<file path="src/hw/servo_request_pkg.sv">
// Purpose: Constants and types for the servo request contact bank.
// Assumes: APB slave, 32-bit data, one aligned word per register.
// Notes: All offsets are byte addresses.
//
// Summary of operation
// A warning-clear request asks every connected amplifier to clear its warnings at once.
// A warning-clear request also erases the stored warning log.
// The controller raises the recalculation request whenever it changes positioning data.
// A recalculation request rebuilds all positioning data from the start table number onward.
// When the rebuild is finished the recalculation done flag is set.
// The controller uses the recalculation request only after rewriting positioning data.
// Each axis servo-on request asks that axis's amplifier for servo lock.
// Servo lock is started only by the rising edge of the servo-on request.
// Entering program edit mode does not release a locked axis.
// The controller releases a locked axis by raising its servo-off request.
// The error-clear request never recovers an unrecoverable error.
// An error-clear request runs recovery on all amplifiers and clears the error log.
// Servo free for an axis is started by the rising edge of its servo-off request.
// There are eight servo-on request bits; axes seven and eight are virtual.
package servo_request_pkg;
   // ----------------------------------------------------------------
   // Register map
   // ----------------------------------------------------------------
   localparam logic [7:0] REQ_OFS      = 8'h00;
   localparam logic [7:0] SERVO_ON_OFS = 8'h04;
   localparam logic [7:0] SERVO_OFF_OFS= 8'h08;
   localparam logic [7:0] STATUS_OFS   = 8'h0C;
   localparam logic [7:0] START_OFS    = 8'h10;
   localparam logic [7:0] IRQ_STAT_OFS = 8'h14;
   localparam logic [7:0] IRQ_CLR_OFS  = 8'h18;
   localparam logic [7:0] IRQ_EN_OFS   = 8'h1C;
   // ----------------------------------------------------------------
   // Field positions and sizes
   // ----------------------------------------------------------------
   localparam int ERR_CLR_BIT  = 0;
   localparam int WARN_CLR_BIT = 1;
   localparam int RECALC_BIT   = 2;
   localparam int NUM_AXES     = 8;
   localparam int PHYS_AXES    = 6;
   localparam int IRQ_BITS     = 4;
   localparam logic [7:0] PHYS_MASK = 8'h3F;
   localparam logic [15:0] START_RESET = 16'h0000;
   localparam logic [15:0] RECALC_CYCLES_PER_TABLE = 16'h0001;
   typedef enum logic [1:0] {RC_IDLE, RC_BUSY} recalc_e;
   typedef struct packed {
      logic        psel;
      logic        penable;
      logic        pwrite;
      logic [7:0]  paddr;
      logic [31:0] pwdata;
   } apb_req_s;
   typedef struct packed {
      logic [7:0] lockReq;
      logic [7:0] freeReq;
      logic       warnClear;
      logic       errRecover;
   } amp_cmd_s;
endpackage

</file>
<file path="src/hw/servo_request_contacts.sv">
// Purpose: Output-contact request bank of a positioning unit.
// Assumes: Single clock ref_clk at 50 MHz, asynchronous active-high reset.
// Notes: Amplifier commands are one-cycle pulses.
module servo_request_contacts
   import servo_request_pkg::*;
(
   // Clock and reset
   input  wire logic        ref_clk,
   input  wire logic        reset,
   // APB slave
   input  wire apb_req_s    apbReq,
   output logic [31:0]      prdata,
   output logic             pready,
   output logic             pslverr,
   // Unit state
   input  wire logic        program_edit_mode,
   input  wire logic [7:0]  errUnrecoverable,
   input  wire logic [15:0] tableCount,
   // Amplifier side
   output amp_cmd_s         ampCmd,
   output logic [7:0]       lockState,
   output logic             warnLogClear,
   output logic             errLogClear,
   output logic [15:0]      rebuildTable,
   output logic             rebuildActive,
   output logic             recalculation_done_flag,
   output logic             irq
);
   // ----------------------------------------------------------------
   // Helper functions
   // ----------------------------------------------------------------
   // Compares a bus address with one register offset.
   function automatic logic addrHit(input logic [7:0] addr, input logic [7:0] ofs);
      return addr == ofs;
   endfunction

   // Marks bits that are high now and were low one cycle earlier.
   function automatic logic [7:0] riseOf(input logic [7:0] now, input logic [7:0] prev);
      return now & ~prev;
   endfunction

   // Steps the rebuild pointer to the following table.
   function automatic logic [15:0] nextTable(input logic [15:0] tbl);
      return tbl + RECALC_CYCLES_PER_TABLE;
   endfunction

   // True on the last table; the extra bit keeps the pointer from wrapping at the top.
   function automatic logic lastTable(input logic [15:0] tbl, input logic [15:0] count);
      return ({1'b0, tbl} + {1'b0, RECALC_CYCLES_PER_TABLE}) >= {1'b0, count};
   endfunction

   // ----------------------------------------------------------------
   // Bus decode
   // ----------------------------------------------------------------
   // The slave never stretches a transfer, so every access lasts one cycle.
   wire busAccess = apbReq.psel & apbReq.penable;
   wire wrEn      = busAccess & apbReq.pwrite;
   wire rdSetup   = apbReq.psel & ~apbReq.penable & ~apbReq.pwrite;
   wire selReq    = addrHit(apbReq.paddr, REQ_OFS);
   wire selOn     = addrHit(apbReq.paddr, SERVO_ON_OFS);
   wire selOff    = addrHit(apbReq.paddr, SERVO_OFF_OFS);
   wire selSt     = addrHit(apbReq.paddr, STATUS_OFS);
   wire selTb     = addrHit(apbReq.paddr, START_OFS);
   wire selIs     = addrHit(apbReq.paddr, IRQ_STAT_OFS);
   wire selIc     = addrHit(apbReq.paddr, IRQ_CLR_OFS);
   wire selIe     = addrHit(apbReq.paddr, IRQ_EN_OFS);
   wire mapped    = selReq | selOn | selOff | selSt | selTb | selIs | selIc | selIe;
   wire wrReq     = wrEn & selReq;
   wire wrOn      = wrEn & selOn;
   wire wrOff     = wrEn & selOff;
   wire wrTb      = wrEn & selTb;
   wire wrIc      = wrEn & selIc;
   wire wrIe      = wrEn & selIe;
   assign pready  = 1'b1;
   assign pslverr = busAccess & ~mapped;

   // ----------------------------------------------------------------
   // Request contact registers
   // ----------------------------------------------------------------
   logic [2:0]  reqBits_q;
   logic [2:0]  reqBits_d;
   logic [7:0]  servoOn_q;
   logic [7:0]  servoOn_d;
   logic [7:0]  servoOff_q;
   logic [7:0]  servoOff_d;
   logic [15:0] startTable_q;
   logic [15:0] startTable_d;

   assign reqBits_d    = wrReq ? apbReq.pwdata[2:0] : reqBits_q;
   assign servoOn_d    = wrOn ? apbReq.pwdata[7:0] : servoOn_q;
   assign servoOff_d   = wrOff ? apbReq.pwdata[7:0] : servoOff_q;
   assign startTable_d = wrTb ? apbReq.pwdata[15:0] : startTable_q;

   always_ff @(posedge ref_clk or posedge reset) begin
      if (reset) begin
         reqBits_q <= 3'h0;
      end else begin
         reqBits_q <= reqBits_d;
      end
   end

   always_ff @(posedge ref_clk or posedge reset) begin
      if (reset) begin
         servoOn_q <= 8'h00;
      end else begin
         servoOn_q <= servoOn_d;
      end
   end

   always_ff @(posedge ref_clk or posedge reset) begin
      if (reset) begin
         servoOff_q <= 8'h00;
      end else begin
         servoOff_q <= servoOff_d;
      end
   end

   always_ff @(posedge ref_clk or posedge reset) begin
      if (reset) begin
         startTable_q <= START_RESET;
      end else begin
         startTable_q <= startTable_d;
      end
   end

   // ----------------------------------------------------------------
   // Edge detection
   // ----------------------------------------------------------------
   logic [2:0] reqPrev_q;
   logic [7:0] onPrev_q;
   logic [7:0] offPrev_q;

   always_ff @(posedge ref_clk or posedge reset) begin
      if (reset) begin
         reqPrev_q <= 3'h0;
         onPrev_q  <= 8'h00;
         offPrev_q <= 8'h00;
      end else begin
         reqPrev_q <= reqBits_q;
         onPrev_q  <= servoOn_q;
         offPrev_q <= servoOff_q;
      end
   end

   wire [2:0] reqRise     = reqBits_q & ~reqPrev_q;
   wire [7:0] onRise      = riseOf(servoOn_q, onPrev_q);
   wire [7:0] offRise     = riseOf(servoOff_q, offPrev_q);
   wire [7:0] lockGrant   = onRise & ~offRise;
   wire       warnPulse   = reqRise[WARN_CLR_BIT];
   wire       errPulse    = reqRise[ERR_CLR_BIT];
   wire       recalcPulse = reqRise[RECALC_BIT];

   // ----------------------------------------------------------------
   // Lock state and amplifier commands
   // ----------------------------------------------------------------
   logic [7:0] lock_q;
   logic [7:0] lock_d;
   amp_cmd_s   cmd_q;
   amp_cmd_s   cmd_d;
   logic       warnLog_q;
   logic       errLog_q;

   // Lock follows edges only; an off edge wins over an on edge in the same cycle.
   assign lock_d = (lock_q | onRise) & ~offRise;
   assign cmd_d  = '{lockReq: lockGrant, freeReq: offRise, warnClear: warnPulse, errRecover: errPulse};

   always_ff @(posedge ref_clk or posedge reset) begin
      if (reset) begin
         lock_q <= 8'h00;
      end else begin
         lock_q <= lock_d;
      end
   end

   always_ff @(posedge ref_clk or posedge reset) begin
      if (reset) begin
         cmd_q <= '0;
      end else begin
         cmd_q <= cmd_d;
      end
   end

   always_ff @(posedge ref_clk or posedge reset) begin
      if (reset) begin
         warnLog_q <= 1'b0;
      end else begin
         warnLog_q <= warnPulse;
      end
   end

   always_ff @(posedge ref_clk or posedge reset) begin
      if (reset) begin
         errLog_q <= 1'b0;
      end else begin
         errLog_q <= errPulse;
      end
   end

   assign ampCmd       = cmd_q;
   assign lockState    = lock_q;
   assign warnLogClear = warnLog_q;
   assign errLogClear  = errLog_q;

   // ----------------------------------------------------------------
   // Unrecoverable error report
   // ----------------------------------------------------------------
   // Unrecoverable axes are only reported; the amplifier keeps them in error.
   logic [7:0] errSticky_q;

   always_ff @(posedge ref_clk or posedge reset) begin
      if (reset) begin
         errSticky_q <= 8'h00;
      end else begin
         errSticky_q <= errUnrecoverable;
      end
   end

   // ----------------------------------------------------------------
   // Recalculation sequencer
   // ----------------------------------------------------------------
   // One table is rebuilt per clock; done stays set until the next request.
   recalc_e     state_q;
   recalc_e     state_d;
   logic [15:0] tbl_q;
   logic [15:0] tbl_d;
   logic        done_q;
   logic        done_d;
   wire         atLast = lastTable(tbl_q, tableCount);

   always_comb begin
      state_d = state_q;
      tbl_d   = tbl_q;
      done_d  = done_q;
      case (state_q)
         RC_IDLE: begin
            if (recalcPulse) begin
               state_d = RC_BUSY;
               tbl_d   = startTable_q;
               done_d  = 1'b0;
            end
         end
         RC_BUSY: begin
            if (atLast) begin
               state_d = RC_IDLE;
               done_d  = 1'b1;
            end else begin
               tbl_d = nextTable(tbl_q);
            end
         end
         default: begin
            state_d = RC_IDLE;
         end
      endcase
   end

   always_ff @(posedge ref_clk or posedge reset) begin
      if (reset) begin
         state_q <= RC_IDLE;
      end else begin
         state_q <= state_d;
      end
   end

   always_ff @(posedge ref_clk or posedge reset) begin
      if (reset) begin
         tbl_q <= START_RESET;
      end else begin
         tbl_q <= tbl_d;
      end
   end

   always_ff @(posedge ref_clk or posedge reset) begin
      if (reset) begin
         done_q <= 1'b0;
      end else begin
         done_q <= done_d;
      end
   end

   assign rebuildTable            = tbl_q;
   assign rebuildActive           = state_q == RC_BUSY;
   assign recalculation_done_flag = done_q;
   wire   recalcDoneEv            = rebuildActive & atLast;

   // ----------------------------------------------------------------
   // Interrupts
   // ----------------------------------------------------------------
   logic [IRQ_BITS-1:0] irqStat_q;
   logic [IRQ_BITS-1:0] irqStat_d;
   logic [IRQ_BITS-1:0] irqEn_q;
   logic [IRQ_BITS-1:0] irqEn_d;
   wire  [IRQ_BITS-1:0] irqEv  = {|offRise, |lockGrant, warnPulse, recalcDoneEv};
   wire  [IRQ_BITS-1:0] irqClr = wrIc ? apbReq.pwdata[IRQ_BITS-1:0] : '0;
   // Set wins: an event in the cycle of its clear leaves the bit set.
   assign irqStat_d = (irqStat_q & ~irqClr) | irqEv;
   assign irqEn_d   = wrIe ? apbReq.pwdata[IRQ_BITS-1:0] : irqEn_q;

   always_ff @(posedge ref_clk or posedge reset) begin
      if (reset) begin
         irqStat_q <= '0;
      end else begin
         irqStat_q <= irqStat_d;
      end
   end

   always_ff @(posedge ref_clk or posedge reset) begin
      if (reset) begin
         irqEn_q <= '0;
      end else begin
         irqEn_q <= irqEn_d;
      end
   end

   assign irq = |(irqStat_q & irqEn_q);

   // ----------------------------------------------------------------
   // Read data
   // ----------------------------------------------------------------
   // Read data is captured in the setup cycle so it stands through the access phase.
   logic [31:0] rdData_q;
   logic [31:0] rdData_d;
   wire  [31:0] status = {6'h00, errSticky_q, program_edit_mode, rebuildActive, done_q, 7'h00, lock_q};
   wire  [31:0] rdMux =
      selReq ? {29'h0, reqBits_q} :
      selOn  ? {24'h0, servoOn_q} :
      selOff ? {24'h0, servoOff_q} :
      selSt  ? status :
      selTb  ? {16'h0, startTable_q} :
      selIs  ? {28'h0, irqStat_q} :
      selIe  ? {28'h0, irqEn_q} : 32'h0;
   assign rdData_d = rdSetup ? rdMux : rdData_q;

   always_ff @(posedge ref_clk or posedge reset) begin
      if (reset) begin
         rdData_q <= 32'h0;
      end else begin
         rdData_q <= rdData_d;
      end
   end

   assign prdata = rdData_q;
endmodule // servo_request_contacts

</file>
<file path="config.mk">
export PLATFORM = sky130hd
export DESIGN_NAME = servo_request_contacts
export DESIGN_NICKNAME = d
export VERILOG_FILES = /design/src/hw/servo_request_pkg.sv /design/src/hw/servo_request_contacts.sv
export SDC_FILE = /design/constraint.sdc
export NUM_CORES = 1
export LEC_CHECK = 0
export BUFFER_PORTS_ARGS = -buffer_cell sky130_fd_sc_hd__buf_2
export CAP_MARGIN = 10
export CORE_UTILIZATION = 45
export DETAILED_ROUTE_END_ITERATION = 10
export GPL_TIMING_DRIVEN = 0
export PLACE_DENSITY = 0.69
export SYNTH_ARGS = -nofsm -noshare
export SYNTH_HDL_FRONTEND = slang
export SYNTH_SLANG_ARGS = --single-unit
</file>
<file path="constraint.sdc">
create_clock -name ref_clk -period 5.8 [get_ports ref_clk]
set_clock_uncertainty 0.1 [all_clocks]
set_input_delay 0.29 -clock ref_clk [delete_from_list [all_inputs] [get_ports ref_clk]]
set_output_delay 0.29 -clock ref_clk [all_outputs]
set_load 0.01 [all_outputs]
</file>
==> flow_metrics.env <==
export IMPL_syn_to_final_growth_pct=25.3
export IMPL_ys_warn_count=0
export IMPL_design_area_sq_mm=0.00816
export IMPL_seqCellArea_sq_mm=0.00350
export IMPL_synth_cells=601
export IMPL_synth_top_area_share=0.538
export IMPL_routabilityCongestion=0.828
export IMPL_io_buffers=127
export IMPL_cts_buffer_depth=2
export IMPL_path_clk_slew_ns=0.06
export IMPL_cpPeakStageDelay_ns=0.60
export IMPL_drc=0
export IMPL_syn_area_sq_mm=0.00651
export IMPL_multiInputGateArea_sq_mm=0.00272
export IMPL_die_w_um=122
export IMPL_dieHeight_um=122
export IMPL_slew_headroom=0.437
export IMPL_tns_ns=0
export IMPL_synth_area_leaders="dfrtp_1, mux2_2, nand2_1, ha_1, a22o_1"
export IMPL_power_leakage_nw=4.14
export IMPL_cts_num_sinks=140
export IMPL_r2r_worst_path_cells=13
export IMPL_max_slew_worst_pin_slew_ns=0.843
export IMPL_wl_um=16600
export IMPL_drv_slew=0
export IMPL_grt_ovfl_total=0
export IMPL_r2r_end="rebuildTable[15]"
export IMPL_finalCriticalPeriod_ns=4.34
export IMPL_synth_area_per_cell_sq_um=10.8
export IMPL_synth_seq_cells=140
export IMPL_synthArstFlopShare=1.00
export IMPL_crit_path_cell_trace="ha_1, nand3_1, nor4_2, xor2_1, ha_1, nand3_1, nor3_1, a2111oi_0, o21ai_1, clkbuf_1, clkbuf_1, o31ai_1, o22ai_1"
export IMPL_vias_per_cell=5.54
export IMPL_pin_count=151
export IMPL_antenna_cells=0
export IMPL_ant_nets=0
export IMPL_core_sq_mm=0.0140
export IMPL_cts_resized=0
export IMPL_die_area_sq_mm=0.0150
export IMPL_worstHoldStart="apbReq[12]"
export IMPL_synth_edf_count=0
export IMPL_grt_pass1_wl_um=26900
export IMPL_hold_viol=0
export IMPL_worstPathArrival_ns=4.51
export IMPL_drtPass1Iterations=4
export IMPL_n_fill_cell=1195
export IMPL_htreeDepth=4
export IMPL_setup_viol=0
export IMPL_r2r_start="rebuildTable[0]"
export IMPL_num_vias=5322
export IMPL_synthDistinctLibCells=58
export IMPL_cts_tree="done"
export IMPL_final_layout_size_suffix_gt1_frac=0.294
export IMPL_row_count=43
export IMPL_start_util=0.466
export IMPL_yosysSeqAreaShare=0.538
export IMPL_dp_final_hpwl_um=11800
export IMPL_fmax_mhz=231
export IMPL_worstSetupEndpointType="flip-flop"
export IMPL_regToRegSetupSlack_ns=1.46
export IMPL_finalNetCount=854
export IMPL_avgRoutedWirePerCell_um=17.3
export IMPL_grt_start_max_net_pins=89
export IMPL_hold_path_class="in -> reg"
export IMPL_powerDensity_mw_per_mm2=372
export IMPL_crit_path_start_kind="flip-flop"
export IMPL_grt_antenna_before_repair=0
export IMPL_placed_area_sq_mm=0.00742
export IMPL_min_period_over_period=0.747
export IMPL_cpMaxStageDelayCell="nor4_2"
export IMPL_required_ns=5.97
export IMPL_root_buffer="clkbuf_16"
export IMPL_grt_setup_unrepaired="no"
export IMPL_hold_buffers=13
export IMPL_hold_end="startTable_q[12]"
export IMPL_grtUsageTotal=0.235
export IMPL_status="completed"
export IMPL_cts_setup_buffers=0
export IMPL_cts_buffers=17
export IMPL_synth_top_area_cell="dfrtp_1"
export IMPL_worst_setup_path_type="reg -> reg"
export IMPL_path_max_fanout=10
export IMPL_cap_violations=0
export IMPL_synth_ff_type="dfrtp_1"
export IMPL_ir_worst_vdd_v=0.000298
export IMPL_drtIter0Drc=295
export IMPL_clk_latency_ns=0.42
export IMPL_holdPathStages=2
export IMPL_grt_pass1_vias=5295
==> Yosys cell counts, drive strengths merged, types with 2 or more instances <==
cell    number
or2          2
nor2b       13
o211ai       4
o22ai        5
o21ai       21
ha          17
inv         30
and3        12
nand2b       6
a21o         2
mux2        43
buf         17
o311a        2
nand3       20
a31oi       11
a31o         2
a22oi        5
nand4        5
o22a         3
a21oi       26
nand4b       2
nor3b        8
clkbuf      20
mux2i        3
xnor2        6
nor4        11
nor2        23
o31ai       12
nand2       69
conb         2
dfrtp      140
a22o        18
nor3        13
xor2         8
or4          9
==> cells in the final DEF (no fill, tap or decap), drive strengths merged, types with 6 or more instances in the layout <==
master,instances
nor3b,8
and3,12
buf,145
dlygate4sd3,13
nand2b,6
a21oi,26
o31ai,12
nor2,23
mux2,43
inv,31
or4,9
dfrtp,140
conb,7
xor2,8
nand2,69
a31oi,11
xnor2,6
nor3,13
ha,17
clkbuf,40
o21ai,21
a22o,18
nor4,11
nand3,20
nor2b,13
==> cell families (layout without fill, tap and decap cells) <==
group	Yosys count	after routing	share of synthesized area
AO/OA/AOI/OAI	119	119	0.123
XOR/XNOR	14	14	0.0188
adder cells (fa/ha/maj)	17	17	0.0327
buffers and inverters	67	241	0.0478
flip-flops	140	140	0.538
multiplexers	46	46	0.0813
other	2	7	0.00115
AND/OR/NAND/NOR	196	196	0.158
==> flip-flops by register name (all words and copies together), names as in the netlist, 3 cells and up <==
| signal | count |
|---|---|
| servoOn_q | 8 |
| lockState | 8 |
| rebuildTable | 16 |
| ampCmd | 16 |
| servoOff_q | 8 |
| irqEn_q | 4 |
| offPrev_q | 8 |
| prdata | 26 |
| errSticky_q | 8 |
| onPrev_q | 8 |
| reqBits_q | 3 |
| reqPrev_q | 3 |
| startTable_q | 16 |
| irqStat_q | 4 |
==> critical path: cells and delay by family (launching register included) <==
| kind | cells | cell delay, ns |
|---|---|---|
| adder cells (fa/ha/maj) | 2 | 0.58 |
| AO/OA/AOI/OAI | 4 | 1.10 |
| flip-flops | 1 | 0.48 |
| AND/OR/NAND/NOR | 4 | 1.17 |
| XOR/XNOR | 1 | 0.22 |
| buffers and inverters | 2 | 0.54 |
==> report_power, final <==
group          switching, mW  total, mW  internal (mW)  leakage, nW
clock network          0.422       1.10          0.678        0.280
registers              0.134       1.20           1.06         1.87
logic                  0.424      0.735          0.311         2.00
==> metal layers <==
| metal | share of wire | global-route usage |
|---|---|---|
| met1 | 0.44 | 0.311 |
| met4 | 0.011 | 0.0686 |
| met5 | 0 | 0 |
| met2 | 0.49 | 0.387 |
| met3 | 0.053 | 0.0497 |
==> worst max path at each step <==
stage / from / to / slack (ns)
after global placement: reset / errSticky_q[2] / 0.24
after global routing: rebuildTable[0] / rebuildTable[0] / 1.10
after CTS: rebuildTable[0] / rebuildTable[4] / 1.57
after detailed placement: rebuildTable[0] / rebuildTable[4] / 1.58
after floorplan: reset / ampCmd[10] / 1.66
final: rebuildTable[0] / rebuildTable[15] / 1.46
==> final cells by class <==
type | count | area share
inverter | 30 | 0.0144
buffer | 37 | 0.0244
clock inverter | 13 | 0.0207
timing repair buffer | 142 | 0.0978
tap | 180 | 0.0276
clock buffer | 19 | 0.0530
multi-input combinational | 399 | 0.333
sequential | 140 | 0.429
==> stage by stage <==
stage	power, mW	cells	worst slack [ns]	utilization	hold slack (ns)
after floorplan	1.67	606	1.66	-	0.221
after global placement	1.91	913	0.240	0.528	0.289
after detailed placement	1.93	914	1.58	0.531	0.266
after CTS	3.05	959	1.57	0.583	0.000264
after global routing	3.20	960	1.10	0.583	0.0134
final	3.03	960	1.46	0.583	0.0105
No activity file was read; power rests on OpenSTA's default activity.
